$ cat src/gebr_pkg.sv
package gebr_pkg;

   // ----------------------------------------
   // Register map
   // ----------------------------------------
   localparam int unsigned max_banks = 2;
   localparam int unsigned bank_bits = 8;
   localparam logic [15:0] bank0_base = 16'h0020;
   localparam logic [15:0] bank1_base = 16'h0024;
   localparam logic [15:0] status_offset = 16'h0000;
   localparam logic [15:0] enable_offset = 16'h0001;
   localparam logic [15:0] lid_control_addr = 16'h0200;
   localparam int unsigned lid_polarity_field = 0;
   localparam int unsigned lid_event_field = 1;
   localparam int unsigned lid_status_bit = 1;

   // ----------------------------------------
   // Reset and answer values
   // ----------------------------------------
   localparam logic [7:0] status_reset = 8'h00;
   localparam logic [7:0] enable_reset = 8'h00;
   localparam logic [7:0] unmapped_read = 8'h00;
   localparam int unsigned sync_stages = 2;

   // ----------------------------------------
   // Carriers
   // ----------------------------------------
   typedef struct packed {
      logic [15:0] addr;
      logic wr;
      logic rd;
      logic [7:0] wdata;
   } gebr_io_req_type;

   typedef struct packed {
      logic hit;
      logic lid;
      logic bank;
      logic enable;
   } gebr_sel_type;

endpackage : gebr_pkg

$ cat src/gebr_sync.sv
`timescale 1ns/1ps
module gebr_sync #(
   parameter int unsigned WIDTH = 8
) (
   // Clock and reset
   input wire logic clock,
   input wire logic rst_b,
   // Data
   input wire logic [WIDTH-1:0] async_in,
   output logic [WIDTH-1:0] sync_out
);

   logic [WIDTH-1:0] stage1;
   logic [WIDTH-1:0] stage2;

   // ----------------------------------------
   // Two-stage chain
   // ----------------------------------------
   always_ff @(posedge clock or negedge rst_b)
   begin
      if (!rst_b)
      begin
         stage1 <= '0;
         stage2 <= '0;
      end
      else
      begin
         stage1 <= async_in;
         stage2 <= stage1;
      end
   end

   assign sync_out = stage2;

endmodule : gebr_sync

$ cat src/gebr_general_event.sv
`timescale 1ns/1ps
module gebr_general_event #(
   parameter int unsigned BANKS = 2,
   parameter logic [15:0] EVENT_USED = 16'hfffd
) (
   // Clock and reset
   input wire logic clock,
   input wire logic rst_b,
   // Byte-wide I/O register port
   input wire gebr_pkg::gebr_io_req_type io_req,
   output logic [7:0] io_rdata,
   // Event sources
   input wire logic [15:0] event_in,
   input wire logic lid_in,
   input wire logic sleeping,
   // System outputs
   output logic power_mgmt_interrupt,
   output logic wake_request
);

   // ----------------------------------------
   // Address decode
   // ----------------------------------------
   function automatic gebr_pkg::gebr_sel_type decode(input logic [15:0] addr);
      gebr_pkg::gebr_sel_type sel;
      sel = '0;
      if (addr == gebr_pkg::lid_control_addr)
      begin
         sel.hit = 1'b1;
         sel.lid = 1'b1;
      end
      else if (addr == gebr_pkg::bank0_base + gebr_pkg::status_offset)
         sel.hit = 1'b1;
      else if (addr == gebr_pkg::bank0_base + gebr_pkg::enable_offset)
      begin
         sel.hit = 1'b1;
         sel.enable = 1'b1;
      end
      else if (BANKS > 1 && addr == gebr_pkg::bank1_base + gebr_pkg::status_offset)
      begin
         sel.hit = 1'b1;
         sel.bank = 1'b1;
      end
      else if (BANKS > 1 && addr == gebr_pkg::bank1_base + gebr_pkg::enable_offset)
      begin
         sel.hit = 1'b1;
         sel.bank = 1'b1;
         sel.enable = 1'b1;
      end
      return sel;
   endfunction : decode

   // ----------------------------------------
   // Synchronisers
   // ----------------------------------------
   logic [15:0] event_sync;
   logic [0:0] lid_sync;

   gebr_sync #(.WIDTH(16)) u_event_sync (
      .clock(clock),
      .rst_b(rst_b),
      .async_in(event_in & EVENT_USED),
      .sync_out(event_sync)
   );

   gebr_sync #(.WIDTH(1)) u_lid_sync (
      .clock(clock),
      .rst_b(rst_b),
      .async_in(lid_in),
      .sync_out(lid_sync)
   );

   // ----------------------------------------
   // Register state
   // ----------------------------------------
   logic [1:0][7:0] status;
   logic [1:0][7:0] enable;
   logic lid_polarity;
   logic lid_event_flag;
   logic [1:0] lid_fill;
   logic [1:0] next_lid_fill;
   logic [1:0][7:0] next_status;
   logic [1:0][7:0] next_enable;
   logic next_lid_polarity;
   logic next_lid_event_flag;
   logic [7:0] next_io_rdata;
   logic next_interrupt;
   logic next_wake;
   logic [1:0][7:0] event_active;
   logic lid_active;
   gebr_pkg::gebr_sel_type sel;

   assign sel = decode(io_req.addr);
   // Lid compare waits until the synchroniser holds the real pin level
   assign lid_active = lid_fill[1] && (lid_sync[0] == lid_polarity);

   always_comb
   begin
      event_active = event_sync & EVENT_USED;
      event_active[0][gebr_pkg::lid_status_bit] = lid_event_flag;
      if (BANKS < 2)
         event_active[1] = '0;
   end

   // ----------------------------------------
   // Next-value logic
   // ----------------------------------------
   always_comb
   begin
      next_status = status;
      next_enable = enable;
      next_lid_polarity = lid_polarity;
      next_lid_event_flag = lid_event_flag;
      next_lid_fill = {lid_fill[0], 1'b1};
      if (io_req.wr && sel.hit)
      begin
         if (sel.lid)
         begin
            next_lid_polarity = io_req.wdata[gebr_pkg::lid_polarity_field];
            if (io_req.wdata[gebr_pkg::lid_event_field])
               next_lid_event_flag = 1'b0;
         end
         else if (sel.enable)
            next_enable[sel.bank] = io_req.wdata;
         else
            next_status[sel.bank] = status[sel.bank] & ~io_req.wdata;
      end
      // Set wins over clear
      next_status = next_status | event_active;
      if (lid_active)
         next_lid_event_flag = 1'b1;
      if (BANKS < 2)
      begin
         next_status[1] = '0;
         next_enable[1] = '0;
      end
   end

   always_comb
   begin
      next_io_rdata = io_rdata;
      if (io_req.rd)
      begin
         if (!sel.hit)
            next_io_rdata = gebr_pkg::unmapped_read;
         else if (sel.lid)
            next_io_rdata = {6'h00, lid_event_flag, lid_polarity};
         else if (sel.enable)
            next_io_rdata = enable[sel.bank];
         else
            next_io_rdata = status[sel.bank];
      end
      next_interrupt = |(status & enable);
      next_wake = sleeping && |(status & enable);
   end

   // ----------------------------------------
   // Registers
   // ----------------------------------------
   always_ff @(posedge clock or negedge rst_b)
   begin
      if (!rst_b)
      begin
         status <= {2{gebr_pkg::status_reset}};
         enable <= {2{gebr_pkg::enable_reset}};
         lid_polarity <= 1'b0;
         lid_event_flag <= 1'b0;
         lid_fill <= 2'h0;
         io_rdata <= 8'h00;
         power_mgmt_interrupt <= 1'b0;
         wake_request <= 1'b0;
      end
      else
      begin
         status <= next_status;
         enable <= next_enable;
         lid_polarity <= next_lid_polarity;
         lid_event_flag <= next_lid_event_flag;
         lid_fill <= next_lid_fill;
         io_rdata <= next_io_rdata;
         power_mgmt_interrupt <= next_interrupt;
         wake_request <= next_wake;
      end
   end

   // ----------------------------------------
   // Assertions
   // ----------------------------------------
   a_status_sets: assert property (@(posedge clock) disable iff (!rst_b)
      event_active[0][0] |=> status[0][0])
      else $error("status bit 0 not set by active event");

   a_status_sticky: assert property (@(posedge clock) disable iff (!rst_b)
      (status[0][0] && !(io_req.wr && sel.hit && !sel.lid && !sel.enable && !sel.bank
      && io_req.wdata[0])) |=> status[0][0])
      else $error("status bit cleared without write of one");

   a_w1c_clears: assert property (@(posedge clock) disable iff (!rst_b)
      (io_req.wr && sel.hit && !sel.lid && !sel.enable && !sel.bank && io_req.wdata[2]
      && !event_active[0][2]) |=> !status[0][2])
      else $error("write one did not clear status");

   a_enable_write: assert property (@(posedge clock) disable iff (!rst_b)
      (io_req.wr && sel.hit && sel.enable && !sel.bank) |=> enable[0] == $past(io_req.wdata))
      else $error("enable byte not written");

   a_irq_follows: assert property (@(posedge clock) disable iff (!rst_b)
      (status[0][0] && enable[0][0]) |=> power_mgmt_interrupt)
      else $error("interrupt missing for enabled status");

   a_irq_quiet: assert property (@(posedge clock) disable iff (!rst_b)
      ((status & enable) == '0) |=> !power_mgmt_interrupt)
      else $error("interrupt without enabled status");

   a_wake_sleep: assert property (@(posedge clock) disable iff (!rst_b)
      wake_request |-> $past(sleeping))
      else $error("wake request while awake");

   a_lid_polarity: assert property (@(posedge clock) disable iff (!rst_b)
      (lid_sync[0] && lid_polarity) |=> lid_event_flag ##1 status[0][1])
      else $error("lid flag not feeding bank 0 bit 1");

   a_event_sync: assert property (@(posedge clock) disable iff (!rst_b)
      (!status[0][0] && $rose(event_sync[0])) |-> $past(event_in[0], 2) || !EVENT_USED[0])
      else $error("event bypassed synchroniser");

   a_read_status: assert property (@(posedge clock) disable iff (!rst_b)
      (io_req.rd && sel.hit && !sel.lid && !sel.enable && !sel.bank)
      |=> io_rdata == $past(status[0]))
      else $error("status byte read wrong");

endmodule : gebr_general_event

$ cat config.mk
export PLATFORM = sky130hd
export DESIGN_NAME = gebr_general_event
export DESIGN_NICKNAME = d
export VERILOG_FILES = /design/src/gebr_pkg.sv /design/src/gebr_sync.sv /design/src/gebr_general_event.sv
export SDC_FILE = /design/constraint.sdc
export NUM_CORES = 1
export LEC_CHECK = 0
export ABC_AREA = 1
export BUFFER_PORTS_ARGS = -buffer_cell sky130_fd_sc_hd__buf_2
export CORE_MARGIN = 2
export CORE_UTILIZATION = 55
export CTS_BUF_LIST = sky130_fd_sc_hd__clkbuf_8
export DETAILED_ROUTE_END_ITERATION = 10
export MAX_ROUTING_LAYER = met4
export PLACE_DENSITY = 0.76
export SYNTH_ARGS = -nofsm -noshare
export SYNTH_HDL_FRONTEND = slang
export SYNTH_SLANG_ARGS = --single-unit
$ cat constraint.sdc
create_clock -name clock -period 1.35 [get_ports clock]
set_clock_uncertainty 0.1 [all_clocks]
set_input_delay 0.0675 -clock clock [delete_from_list [all_inputs] [get_ports clock]]
set_output_delay 0.0675 -clock clock [all_outputs]
set_load 0.05 [all_outputs]
Word level (Yosys, flattened, before mapping) --
Index checks and enable logic that the tools add are counted.
Storage, ports and cells: register bits 78, bits of input ports 46, output and inout port bits 10, logic and storage cells 69
Cells by class: $lt $le $gt $ge 2, equal/unequal tests 6, mux-type cells 31, bitwise gates (word level) 5, reductions and logical operators 11
Operator list (number):
- equality test 16 x 6 -> 1 bit, second input constant | 4
- 2-to-1 mux 8 bit | 8
- 2-to-1 mux 16 bit | 3
- bitwise mux 16 bit | 2
- bitwise AND 16 bit | 1
- equality test 16 x 10 -> 1 bit, second input constant | 1
- OR 16 bit | 1
- OR reduction 16 bit | 1
- 2-to-1 mux 1 bit | 14
- bitwise AND 8 bit | 1
- demux 8 bit (select 1 bit) | 1
- inverter 8 bit | 1
- 2-to-1 mux 2 bit | 3
- AND reduction 3 bit | 2
- nonzero test 2 bit | 3
- logical AND 1 bit | 4
- less-than comparator 1 x 2 -> 1 bit, second input constant | 1
- AND reduction 2 bit | 1
- equality test 1 bit | 1
- >= comparator 1 bit, second input constant | 1
- inverter 1 bit | 1

Longest topological paths before layout --
Gate-level depths: netlist of run 1.
depth after elaboration 15, gate-level depth with buffers 13, depth with buffers taken out 12

Hierarchy --
From an unflattened synthesis of run 1, not the netlist that was laid out.
Second synthesis, totals: cell total of the unflattened synthesis 368, area total of the unflattened synthesis 3395.8 um2
Modules (own cells, without submodules):
- gebr_general_event | instances 1, cells each 334, area an instance 2544.9 um2, seq. area each 1151.1 um2
- gebr_sync (u_event_sync) | instances 1, cells each 32, area an instance 800.8 um2, seq. area each 800.8 um2
- gebr_sync (u_lid_sync) | instances 1, cells each 2, area an instance 50.0 um2, seq. area each 50.0 um2

Worst setup path after synthesis of run 1 --
OpenSTA, ideal clock, no wires.
kind input-to-reg, start point in io_req[25] (netlist bit), end point reg io_rdata[0], setup time 0.118 ns, data arrival time 1.038 ns, data required time 1.132 ns, path slack 0.094 ns, stages 11, buffers on the path 1, path through nor2_2 -> nand2_2 -> nor2_8 -> nand2_2 -> nand2_4 -> buf_12 -> nand3_1 -> nand2_1 -> nand2_1 -> nand2_1 -> nand2_1
On the way: longest elaborated chain between the ends 11, elaborated cells between the ends (all ways) 25, classes of those cells eq/ne (5); mux (20)
Ends and longest elaborated chain:
- from (decl) | line gebr_general_event.sv:10 | input wire gebr_pkg::gebr_io_req_type io_req,
- equality test 16 x 6 -> 1 bit | line gebr_general_event.sv:44 | else if (BANKS > 1 && addr == gebr_pkg::bank1_base + gebr_pkg::enable_offset)
- 2-to-1 mux 2 bit | line gebr_general_event.sv:44
- 2-to-1 mux 1 bit | line gebr_general_event.sv:39 | else if (BANKS > 1 && addr == gebr_pkg::bank1_base + gebr_pkg::status_offset)
- 2-to-1 mux 1 bit | line gebr_general_event.sv:34 | else if (addr == gebr_pkg::bank0_base + gebr_pkg::enable_offset)
- 2-to-1 mux 2 bit | line gebr_general_event.sv:32 | else if (addr == gebr_pkg::bank0_base + gebr_pkg::status_offset)
- 2-to-1 mux 2 bit | line gebr_general_event.sv:27 | if (addr == gebr_pkg::lid_control_addr)
- 2-to-1 mux 8 bit, on equally long branches (2 in series) | line gebr_general_event.sv:151, gebr_general_event.sv:149
- 2-to-1 mux 8 bit | line gebr_general_event.sv:148 | else if (sel.enable)
- 2-to-1 mux 8 bit | line gebr_general_event.sv:146 | else if (sel.lid)
- 2-to-1 mux 8 bit * | line gebr_general_event.sv:144 | if (!sel.hit)
- to (signal assigned) | line gebr_general_event.sv:180 | io_rdata <= next_io_rdata;
- to (decl) | line gebr_general_event.sv:11 | output logic [7:0] io_rdata,
Every way passes the cells marked *; elsewhere a longest branch is shown, timed or not. The select of a mux whose other input is x is not followed. A chain may end at the register's enable or synchronous reset.

Worst setup path in the final report of run 1 --
start point reg status[1] (netlist bit), end point reg power_mgmt_interrupt
On the way: longest elaborated chain between the ends 2
Ends and longest elaborated chain:
- from (decl) | line gebr_general_event.sv:76 | logic [1:0][7:0] status;
- from (signal assigned) | line gebr_general_event.sv:164 | status <= {2{gebr_pkg::status_reset}};
- from (signal assigned) | line gebr_general_event.sv:175 | status <= next_status;
- bitwise AND 16 bit | line gebr_general_event.sv:153 | next_interrupt = |(status & enable);
- OR reduction 16 bit | line gebr_general_event.sv:153
- net next_interrupt | line gebr_general_event.sv:87 | logic next_interrupt;
- to (signal assigned) | line gebr_general_event.sv:181 | power_mgmt_interrupt <= next_interrupt;
- to (decl) | line gebr_general_event.sv:17 | output logic power_mgmt_interrupt,
The timed path passes the listed nets, and every way through them passes these cells.

==> key figures, run 1 <==
Floorplanning
  – Core Area: between 5000 and 6000 um^2
  – Die H: 82.4 um
  – Die area: 6780 um^2
  – Die Wd: 82.4 um
  – Initial Util: between 50% and 60%
  – IO Pins: 56
  – Core Rows: 28

Final layout
  – Area occupied by multi-input gates: around 1200 um^2
  – Fillers: 420
  – Layout area overhead: 32.9%
  – Ant diodes: 0
  – Final core occ: 75.8%
  – Storage element area: 1950 um^2
  – Final net count: 534
  – Fraction of layout cells with a size suffix above 1: 31.1%

Power
  – PnR Total Power: 4.21 mW
  – Peak VDD IR: 905 uV
  – Pleak: 2.35 nW
  – PwrDens: between 900 and 1000 nW/um^2

Synthesis
  – Count of state elements after synthesis: between 70 and 80
  – Synth area leader: dfrtp_1
  – Post-Syn Instances: approximately 360
  – Ranking of synthesized cells by area: dfrtp_1 58%, nand2_1 11%, inv_1 4.2%, nand3_1 3.6%, nor2_1 3.4%
  – Synth Flop Type: dfrtp_1
  – Synth Area per Inst: 9.33 um^2
  – Synth top area share: 57.8%
  – Post-synthesis xor/xnor area fraction: 0%
  – Largest family of logic cells by synthesized area: simple AND/OR/NAND/NOR gates
  – Simple-Gate Fraction of Synth Area: 27.6%
  – Compound-gate portion of the synthesized area: approximately 8%
  – Synth Warn #: 0
  – Post-synth ARST share: 100%
  – Mapped Area: 3380 um^2
  – Netlist cell types: 35
  – Top-count cell post-synth: nand2_1
  – Post-synthesis adder-cell area fraction: 0%
  – Post-synthesis mux area share: 0%
  – Post-synth EDFFs: 0
  – Sequential fraction of the synthesis area: 57.8%
  – Syn nets: 408
  – Top cells by count, synth: 102 x nand2_1, 78 x dfrtp_1, 38 x inv_1

Worst setup path
  – Max incr delay on CP: between 0.3 and 0.4 ns
  – WP data arrival: 1.46 ns
  – Worst Path Required: 1.48 ns
  – Worst Setup End Kind: flip-flop
  – Slowest CP cell: dfrtp_1
  – Crit path cell chain: a22o_1 > a21oi_2 > nand3_1 > nor3_2 > inv_1
  – CP Launch Type: flip-flop
  – Crit path buffers/inverters: 1
  – Critical-path maximum fanout: 2
  – Delay-heaviest family, CP: flip-flops
  – Critical path class: reg -> reg

STA
  – Period utilization: around 98%
  – Fin crit period: 1.33 ns
  – Final-report hold violation count: 0
  – Final number of max-transition violations: 0
  – Fmax: about 750 MHz
  – Final Setup Violations: 0
  – RSZ-0062 raised after global routing: true

Global routing
  – Initial antenna violation count: 0
  – Vias in the first global route: 2657
  – Largest net degree at the start of global routing: 47
  – Gr usage total: 25.4%
  – GRT overflow: 0
  – Met1 usage: 31.4%
  – Global-route wire length before repair: 12200 um
  – Met3 Usage GRT: 5.87%
  – GR met2 Demand/Resource: 41.5%
  – GRT busiest layer: met2

Place
  – DP Wirelength: 5350 um
  – Routability cong.: 0.931
  – Port bufs: 54

Run
  – Max_cap viols: 0

Drt
  – Routed WL per cell: roughly 13 um
  – Antenna viol nets, final: 0
  – Avg Vias per Cell: 4.93
  – Initial drt markers: 154
  – Pre-antenna DRT Iters: 5
  – Vias after detailed routing: 2795
  – # DRC: 0
  – WL final: 7580 um

CTS
  – Longest Clk Path Bufs: 2
  – Htree depth: 3
  – TritonCTS clock tree: done
  – Clock Latency Late Sink: 0.34 ns
  – Register clock-pin slew on the reported worst setup and hold paths: 0.08 ns
  – Clk sinks: 78
  – Number of CTS-inserted buffers: 9
  – Root Driver: clkbuf_8

Min path
  – Hold Crit Class: in -> reg

Outcome
  – Outcome: complete, no violations
sequential cells by signal, indices dropped and copies added, names as in the netlist, 2 cells and up:
name	cells
io_rdata	8
u_event_sync.sync_out	15
status	16
u_event_sync.stage1	15
enable	16
lid_fill	2
path summary, 6_finish.rpt:
path	from	endpoint	slack [ns]	depth (start not counted)
worst max-delay path	status[1]	power_mgmt_interrupt	0.02	5
worst min-delay path	io_req[8]	io_rdata[0]	0.009	5
worst max register to register	status[1]	power_mgmt_interrupt	0.02	5
worst min register to register	lid_fill[0]	lid_fill[1]	0.25	0
max in group asynchronous	rst_b	u_event_sync.sync_out[13]	0.63	3
min in group asynchronous	rst_b	u_event_sync.sync_out[15]	0.03	2
cell type report:
type                            count  area share, %
Tap cell                           75           2.09
Timing Repair Buffer              122           19.7
Clock inverter                      4          0.502
Sequential cell                    78           43.5
Inverter                           41           3.49
Multi-Input combinational cell    236           27.3
Clock buffer                       11           3.37
kinds of logic after synthesis:
kind of cell,Yosys count
buf+inv,48
simple gates,196
other cells,1
compound gates,39
flops,78
layer usage:
metal / part of all wire (%) / up-vias
met2: 50 / 93
li1: - / 1404
met4: 1.4 / 0
met1: 42 / 1288
met3: 6.5 / 10
met5: 0 / -
worst reg2reg max path: cells and delay by family, from the launching register on:
| family | cells | cell delay, ns |
|---|---|---|
| DFF | 1 | 0.38 |
| buffers and inverters | 1 | 0.06 |
| AOI/OAI and AO/OA | 2 | 0.36 |
| and+or+nand+nor | 2 | 0.33 |
layout by cell type, fill, tap and decap left out, types with 2 or more instances in the layout:
master / synthesis / routed
a21o_1: 2 / 2
a22o_1: 3 / 3
buf_12: 1 / 3
buf_2: 1 / 53
buf_4: 1 / 40
clkbuf_8: 0 / 11
clkinv_2: 0 / 2
dfrtp_1: 78 / 78
dlygate4sd3_1: 0 / 26
inv_1: 38 / 39
inv_2: 2 / 2
nand2_1: 102 / 102
nand2_2: 10 / 10
nand2_4: 3 / 3
nand3_1: 24 / 24
nand4_1: 9 / 9
nor2_1: 31 / 31
nor2_2: 6 / 6
nor2_4: 4 / 4
o211ai_1: 5 / 5
o21ai_0: 6 / 5
o21ai_1: 8 / 8
o21ai_2: 8 / 9
o21bai_1: 3 / 3
repair_timing:
| item | 4_1_cts | 5_1_grt |
|---|---|---|
| gates cloned | 0 | 0 |
| hold endpoints to repair | 114 | 0 |
| setup endpoints to repair | 2 | 2 |
| gates resized for setup | 3 | 2 |
| setup buffers | 1 | 2 |
| hold buffers | 26 | 0 |
| pin swaps | 1 | 3 |
where the power goes:
| part | leakage (nW) | switching [mW] | total (mW) | internal [mW] |
|---|---|---|---|---|
| Sequential | 0.922 | 0.0143 | 2.40 | 2.39 |
| Combinational | 1.33 | 0.138 | 0.269 | 0.131 |
| Clock | 0.0968 | 0.792 | 1.54 | 0.752 |
| Total | 2.35 | 0.944 | 4.21 | 3.27 |
stage by stage:
step                      std cells  worst slack, ns  TNS, ns  hold slack, ns  cell area (um^2)
after detailed placement        523           -0.222    -5.95          -0.151              4010
final                           567           0.0206        0         0.00921              4490
after global placement          523          -0.0999    -2.66          -0.152              4010
after floorplan                 362           0.0942        0          -0.328              3380
after CTS                       565           0.0262        0         0.00677              4460
after global routing            567          -0.0532   -0.103          0.0318              4490
Note: power is estimated with default switching activity, not from simulation.
==> run 2, diff against run 1 <==
--- a/config.mk
+++ b/config.mk
@@ -5,14 +5,13 @@
 export SDC_FILE = /design/constraint.sdc
 export NUM_CORES = 1
 export LEC_CHECK = 0
-export ABC_AREA = 1
 export BUFFER_PORTS_ARGS = -buffer_cell sky130_fd_sc_hd__buf_2
 export CORE_MARGIN = 2
 export CORE_UTILIZATION = 55
 export CTS_BUF_LIST = sky130_fd_sc_hd__clkbuf_8
 export DETAILED_ROUTE_END_ITERATION = 10
 export MAX_ROUTING_LAYER = met4
-export PLACE_DENSITY = 0.76
+export PLACE_DENSITY = 0.77
 export SYNTH_ARGS = -nofsm -noshare
 export SYNTH_HDL_FRONTEND = slang
 export SYNTH_SLANG_ARGS = --single-unit
==> run 2 against run 1 <==
- the run now ends with hold timing, setup timing left
- critical endpoint is now io_rdata[6]
- non-clock buffer count grew 1
- power up 15%
- cell area decreased by 2.6%
- wire length up 1.4%
- largest cell class unchanged
- setup slack worse by 0.42 ns
==> key figures, run 2 <==
Place
  – Port bufs: 54 (unchanged)
  – Inst Count DP: 377 (was 523)
  – DP Wirelength: 4780 um (was 5350 um)
  – Placed inst area: 3660 um^2 (was 4010 um^2)
  – Routability cong.: 0.881 (was 0.931)

Power
  – Int Pwr: 3.79 mW (was 3.27 mW)
  – Sw Pwr: 1.07 mW (was 944 uW)
  – Power share of the clock group: 44.8% (was 36.6%)
  – PwrDens: 1110 nW/um^2 (was 939 nW/um^2)
  – Peak VDD IR: 1340 uV (was 905 uV)
  – Flop pwr share: 49.4% (was 57.0%)
  – Logic pwr share: 5.8% (was 6.4%)
  – Sw Share: 22.0% (was 22.4%)
  – Pleak: 2.06 nW (was 2.35 nW)

Floorplanning
  – Core Rows: 26 (was 28)
  – Initial Util: 58.0% (was 57.0%)
  – Core Area: 5200 um^2 (was 5920 um^2)
  – Die H: 78.1 um (was 82.4 um)
  – IO Pins: 56 (unchanged)
  – Die area: 6100 um^2 (was 6780 um^2)
  – Die Wd: 78.1 um (was 82.4 um)

Final layout
  – Final net count: 397 (was 534)
  – Cell area after layout: 4370 um^2 (was 4490 um^2)
  – Ant diodes: 0 (unchanged)
  – Most frequent cells in the layout: 78 x dfrtp_1, 50 x buf_2, 35 x buf_4 (was 102 x nand2_1, 78 x dfrtp_1, 53 x buf_2)
  – Final std cells w/o fill: 426 (was 567)
  – Top flop regs: enable (16), status (16) (unchanged)
  – Layout area overhead: 44.7% (was 32.9%)
  – Most common cell after layout, fill and taps aside: dfrtp_1 (was nand2_1)
  – Fraction of layout cells with a size suffix above 1: 43.8% (was 31.1%)

STA
  – Final-report hold violation count: 6 (was 0)
  – Period utilization: 129% (was 98.5%)
  – RSZ-0062 raised after global routing: true (unchanged)
  – Final Setup Violations: 44 (was 0)
  – Final number of max-transition violations: 0 (unchanged)
  – Final WS setup: -0.397 ns (was 0.0206 ns)
  – Fmax: 573 MHz (was 752 MHz)
  – Worst hold slack: -0.0515 ns (was 0.00921 ns)
  – Setup TNS: -10.60 ns (was 0 ns)
  – Fin crit period: 1.75 ns (was 1.33 ns)

Synthesis
  – Mapped Area: 3020 um^2 (was 3380 um^2)
  – Post-synthesis xor/xnor area fraction: 0.290% (was 0%)
  – Synth top area share: 64.6% (was 57.8%)
  – Synth area leader: dfrtp_1 (unchanged)
  – Post-synthesis mux area share: 11.5% (was 0%)
  – Post-Syn Instances: 223 (was 362)
  – Synth Area per Inst: 13.5 um^2 (was 9.33 um^2)
  – Ranking of synthesized cells by area: dfrtp_1 65%, mux2_2 6.7%, mux2i_1 4.3%, a21o_1 3.7%, nand2_1 2.0% (was dfrtp_1 58%, nand2_1 11%, inv_1 4.2%, nand3_1 3.6%, nor2_1 3.4%)
  – Post-synth ARST share: 100% (unchanged)
  – Largest family of logic cells by synthesized area: multiplexers (was simple AND/OR/NAND/NOR gates)
  – Top cells by count, synth: 78 x dfrtp_1, 18 x mux2_2, 16 x nand2_1 (was 102 x nand2_1, 78 x dfrtp_1, 38 x inv_1)
  – Compound-gate portion of the synthesized area: 10.0% (was 7.97%)
  – Synth Flop Type: dfrtp_1 (unchanged)
  – Count of state elements after synthesis: 78 (unchanged)
  – Sequential fraction of the synthesis area: 64.6% (was 57.8%)
  – Netlist cell types: 39 (was 35)
  – Post-synthesis adder-cell area fraction: 0% (unchanged)
  – Top-count cell post-synth: dfrtp_1 (was nand2_1)
  – Syn nets: 269 (was 408)
  – Simple-Gate Fraction of Synth Area: 11.4% (was 27.6%)
  – Post-synth EDFFs: 0 (unchanged)
  – Synth Warn #: 0 (unchanged)

Worst setup path
  – Critical-path maximum fanout: 13 (was 2)
  – Worst Setup End Kind: flip-flop (unchanged)
  – Max incr delay on CP: 0.61 ns (was 0.38 ns)
  – Worst Path Required: 1.49 ns (was 1.48 ns)
  – Slowest CP cell: or4_4 (was dfrtp_1)
  – Delay-heaviest family, CP: simple AND/OR/NAND/NOR gates (was flip-flops)
  – Crit path cell chain: buf_6 > or4_4 > or4_4 > buf_12 > mux2i_1 > o22a_1 > o21ai_1 (was a22o_1 > a21oi_2 > nand3_1 > nor3_2 > inv_1)
  – Critical path class: in -> reg (was reg -> reg)
  – WP data arrival: 1.88 ns (was 1.46 ns)
  – Crit path buffers/inverters: 2 (was 1)
  – Crit path top cell by count: or4_4
  – Internal reg-to-reg setup slack: -0.18 ns (was 0.02 ns)
  – CP Launch Type: primary input (was flip-flop)

Drt
  – Vias after detailed routing: 2357 (was 2795)
  – Avg Vias per Cell: 5.53 (was 4.93)
  – Pre-antenna DRT Iters: 4 (was 5)
  – Routed WL per cell: 18.0 um (was 13.4 um)
  – # DRC: 0 (unchanged)
  – WL final: 7680 um (was 7580 um)
  – Initial drt markers: 271 (was 154)
  – Antenna viol nets, final: 0 (unchanged)

CTS
  – Clk sinks: 78 (unchanged)
  – Clock Latency Late Sink: 0.35 ns (was 0.34 ns)
  – Register clock-pin slew on the reported worst setup and hold paths: 0.08 ns (about the same)
  – TritonCTS clock tree: done (unchanged)
  – Htree depth: 3 (unchanged)
  – Longest Clk Path Bufs: 2 (unchanged)
  – Number of CTS-inserted buffers: 9 (unchanged)
  – Root Driver: clkbuf_8 (unchanged)
  – Post-CTS Hold Buffers: 26 (unchanged)

Global routing
  – Vias in the first global route: 2477 (was 2657)
  – Gr usage total: 28.5% (was 25.4%)
  – Largest net degree at the start of global routing: 43 (was 47)
  – Global-route wire length before repair: 12400 um (was 12200 um)
  – GRT overflow: 0 (unchanged)
  – Initial antenna violation count: 0 (unchanged)

Min path
  – Hold Crit Class: in -> reg (unchanged)

Outcome
  – Outcome: finished, violations left (was complete, no violations)
  – Failing checks: hold timing, setup timing

Run
  – Max_cap viols: 0 (unchanged)
-- run 2: area by class of cell --
| cell class | instances | area (um^2) |
|---|---|---|
| sequential | 78 | 1950 |
| multi-input combinational | 133 | 1120 |
| timing repair buffer | 123 | 935 |
| fill | 264 | 837 |
| clock inverter | 7 | 128 |
| clock buffer | 9 | 124 |
| tap | 70 | 87.6 |
| inverter | 6 | 22.5 |
-- run 2: power by group through the flow --
stage	Combinational, mW	Sequential, mW	Clock (mW)
3_5_place_dp	0.198	2.45	0
3_3_place_gp	0.194	2.44	0
2_1_floorplan	0.0348	2.44	0
6_report	0.281	2.40	2.18
4_1_cts	0.267	2.40	2.22
5_1_grt	0.307	2.41	2.35
-- run 2: stage by stage --
step | total power, mW | hold slack (ns) | worst slack [ns] | utilization, %
after floorplan | 2.48 | -0.328 | -0.666 | -
after global placement | 2.64 | -0.136 | -0.732 | 70.2
after detailed placement | 2.65 | -0.131 | -0.744 | 70.2
after CTS | 4.89 | -0.0658 | -0.356 | 82.4
after global routing | 5.06 | -0.0511 | -0.422 | 83.9
final | 4.86 | -0.0515 | -0.397 | 83.9
-- run 2: timing repair --
item                                   CTS  global route
pin swaps                                7            13
setup endpoints to repair               44            44
resized for setup                       18            14
cloned                                   0             0
endpoints found under the hold margin  134             6
setup buffers                            5             3
-- run 2: final timing paths --
path | startpoint | end | cells after the start
max in group asynchronous | rst_b | status[15] | 3
min | io_req[8] | io_rdata[7] | 2
min in group asynchronous | rst_b | status[1] | 2
max | io_req[22] | io_rdata[6] | 7
min reg2reg | lid_fill[0] | lid_fill[1] | 0
max reg2reg | enable[4] | wake_request | 5
-- run 2: routing by layer --
metal | vias to the layer above | global-route usage, % | routed length (um)
met5 | - | - | 0
met3 | 11 | 8.16 | 575
met2 | 110 | 44.5 | 3800
met4 | 0 | 9.82 | 129
met1 | 1161 | 36.3 | 3180
li1 | 1075 | - | -
-- run 2: cells by family after synthesis --
| group | Yosys count |
|---|---|
| DFF | 78 |
| buffers and inverters | 12 |
| and+or+nand+nor | 58 |
| AOI/OAI and AO/OA | 41 |
| muxes | 32 |
| xor gates and xnor gates | 1 |
| other | 1 |
-- run 2: worst register-to-register path, stage by stage, from the launching register on --
cell and delay (ns):
dfrtp_1 0.40, a22o_1 0.24, a221oi_2 0.17, and3_1 0.19
nand4_1 0.13, and2_1 0.19
==> run 3, diff against run 2 <==
--- a/config.mk
+++ b/config.mk
@@ -10,8 +10,10 @@
 export CORE_UTILIZATION = 55
 export CTS_BUF_LIST = sky130_fd_sc_hd__clkbuf_8
 export DETAILED_ROUTE_END_ITERATION = 10
+export HOLD_SLACK_MARGIN = 0.1
 export MAX_ROUTING_LAYER = met4
 export PLACE_DENSITY = 0.77
+export RECOVER_POWER = 50
 export SYNTH_ARGS = -nofsm -noshare
 export SYNTH_HDL_FRONTEND = slang
 export SYNTH_SLANG_ARGS = --single-unit
==> run 3 against run 2 <==
- the run still ends with hold timing, setup timing left
- power grew 0.44%
- die area is the same
- first-iteration DRC count shrank 15%
- sequential power barely moved
- register-to-register slack better by 0.02 ns
- sequential cell count unchanged
- setup slack improved by 0.0038 ns
- count of clock-buffer cells in the layout did not move
- combinational power increased by 2%
- clock power about the same
- via count decreased by 0.59%
==> key figures, run 3 (synthesized netlist as in run 2, its figures left out) <==
Place
  – Worst slack, placed: -0.744 ns (unchanged)
  – Placed inst area: 3660 um^2 (unchanged)
  – Routability cong.: 0.881 (unchanged)
  – Port bufs: 54 (unchanged)
  – DP Wirelength: 4780 um (unchanged)

STA
  – Period utilization: 129% (about the same)
  – Slew margin rel.: about 64%
  – Setup TNS: -15.83 ns (was -10.60 ns)
  – Actual slew at the worst max-slew pin: 0.538 ns
  – Fin crit period: 1.74 ns (was 1.75 ns)
  – RSZ-0062 raised after global routing: true (unchanged)
  – Final-report hold violation count: 6 (unchanged)
  – Fmax: 574 MHz (was 573 MHz)
  – Final number of max-transition violations: 0 (unchanged)
  – Final Setup Violations: 104 (was 44)
  – Worst hold slack: -0.0556 ns (was -0.0515 ns)
  – Final WS setup: -0.393 ns (was -0.397 ns)

Final layout
  – Most common cell after layout, fill and taps aside: dfrtp_1 (unchanged)
  – Layout area overhead: 45.4% (was 44.7%)
  – Cell area after layout: 4390 um^2 (was 4370 um^2)
  – Storage element area: 1950 um^2 (unchanged)
  – Fillers: 261 (was 264)
  – Final net count: 399 (was 397)
  – Ant diodes: 0 (unchanged)
  – Most frequent cells in the layout: 78 x dfrtp_1, 41 x buf_2, 33 x buf_4 (was 78 x dfrtp_1, 50 x buf_2, 35 x buf_4)
  – Fraction of layout cells with a size suffix above 1: 43.6% (was 43.8%)
  – Top flop regs: enable (16), status (16) (unchanged)
  – Area occupied by multi-input gates: 1120 um^2 (unchanged)

Drt
  – Top sig layer: met4 (unchanged)
  – Vias after detailed routing: 2343 (was 2357)
  – Routed WL per cell: 18.3 um (was 18.0 um)
  – # DRC: 0 (unchanged)
  – Pre-antenna DRT Iters: 4 (unchanged)
  – Avg Vias per Cell: 5.47 (was 5.53)
  – WL met1: 3080 um (was 3180 um)
  – WL met2: 3920 um (was 3800 um)
  – WL final: 7830 um (was 7680 um)
  – Initial drt markers: 230 (was 271)
  – Antenna viol nets, final: 0 (unchanged)
  – Met3 wire len: 682 um (was 575 um)

Floorplanning
  – Die Wd: 78.1 um (unchanged)
  – Core Rows: 26 (unchanged)
  – IO Pins: 56 (unchanged)
  – Die H: 78.1 um (unchanged)
  – Initial Util: 58.0% (unchanged)
  – Core Area: 5200 um^2 (unchanged)
  – Die area: 6100 um^2 (unchanged)

Run
  – Max_cap viols: 0 (unchanged)

Power
  – PwrDens: 1110 nW/um^2 (about the same)
  – Int Pwr: 3.79 mW (about the same)
  – Sw Pwr: 1.09 mW (was 1.07 mW)
  – Peak VDD IR: 1340 uV (about the same)
  – Sw Share: 22.2% (was 22.0%)
  – Flop pwr share: 49.2% (was 49.4%)
  – Power share of the clock group: 44.9% (was 44.8%)
  – Logic pwr share: 5.9% (was 5.8%)
  – Pleak: 2.06 nW (about the same)

Worst setup path
  – CP Launch Type: primary input (unchanged)
  – Worst Setup End Kind: flip-flop (unchanged)
  – WP data arrival: 1.89 ns (was 1.88 ns)
  – Worst Path Required: 1.49 ns (about the same)
  – Critical-path maximum fanout: 13 (unchanged)
  – Critical path class: in -> reg (unchanged)

Min path
  – Hold Crit Class: in -> reg (unchanged)

CTS
  – TritonCTS clock tree: done (unchanged)
  – Htree depth: 3 (unchanged)
  – Longest Clk Path Bufs: 2 (unchanged)
  – Register clock-pin slew on the reported worst setup and hold paths: 0.09 ns (was 0.08 ns)
  – Clock Latency Late Sink: 0.35 ns (about the same)
  – Root Driver: clkbuf_8 (unchanged)
  – Post-CTS Hold Buffers: 28 (was 26)
  – Number of CTS-inserted buffers: 9 (unchanged)
  – Clk sinks: 78 (unchanged)

Global routing
  – Gr usage total: 28.6% (was 28.5%)
  – Vias in the first global route: 2491 (was 2477)
  – Largest net degree at the start of global routing: 43 (unchanged)
  – Initial antenna violation count: 0 (unchanged)
  – GRT overflow: 0 (unchanged)
  – Global-route wire length before repair: 12500 um (was 12400 um)

Outcome
  – Outcome: finished, violations left (unchanged)
  – Failing checks: hold timing, setup timing (unchanged)
## run 3: cell types whose count changed in the layout (fill, tap and decap cells not counted)
cell           delta
buf_2             -9
buf_4             -2
buf_6             +1
clkbuf_2         +10
dlygate4sd3_1     +2
## run 3: critical path, stage by stage
cell and delay (ns):
buf_6 0.09, or4_4 0.54, or4_4 0.61, buf_12 0.18, mux2i_1 0.18, o22a_1 0.16
o21ai_1 0.06
## run 3: stage by stage
stage,cells,power [mW],util [%]
after global routing,428,5.07,84.3
after CTS,426,4.90,82.8
after floorplan,223,2.48,-
after detailed placement,377,2.65,70.2
final,428,4.88,84.3
after global placement,377,2.64,70.2
## run 3: area by class of cell
type	count	share of cell area [%]
well taps	70	2.00
clock buffers	9	2.82
flip-flops and latches	78	44.5
repair buffers	125	21.8
multi-input cells	133	25.5
clock inverters	7	2.91
inverters	6	0.513
## run 3: power groups by stage
stage / clock [mW] / sequential, mW / combinational, mW
after detailed placement: 0 / 2.45 / 0.198
final: 2.19 / 2.40 / 0.286
after global placement: 0 / 2.44 / 0.194
after global routing: 2.35 / 2.41 / 0.314
after CTS: 2.22 / 2.40 / 0.272
after floorplan: 0 / 2.44 / 0.0348
## run 3: worst paths after layout
kind | end | cells past startpoint | slack [ns] | from
max | io_rdata[6] | 7 | -0.39 | io_req[22]
min | io_rdata[7] | 2 | -0.06 | io_req[8]
max reg2reg | wake_request | 5 | -0.16 | enable[4]
min reg2reg | lid_fill[1] | 0 | 0.25 | lid_fill[0]
max in group asynchronous | u_event_sync.stage1[7] | 4 | -0.11 | rst_b
min in group asynchronous | enable[1] | 3 | 0.67 | rst_b
## run 3: what timing repair did
action,in CTS,in global routing
buffers inserted,5,3
resized for setup,18,16
pin swaps,7,13
setup endpoints to repair,44,71
endpoints found under the hold margin,137,8
## run 3: per-layer routing
layer / GRT usage [%] / up-vias
met1: 36.7 / 1126
li1: - / 1079
met5: - / -
met4: 9.65 / 0
met3: 8.51 / 12
met2: 44.4 / 126
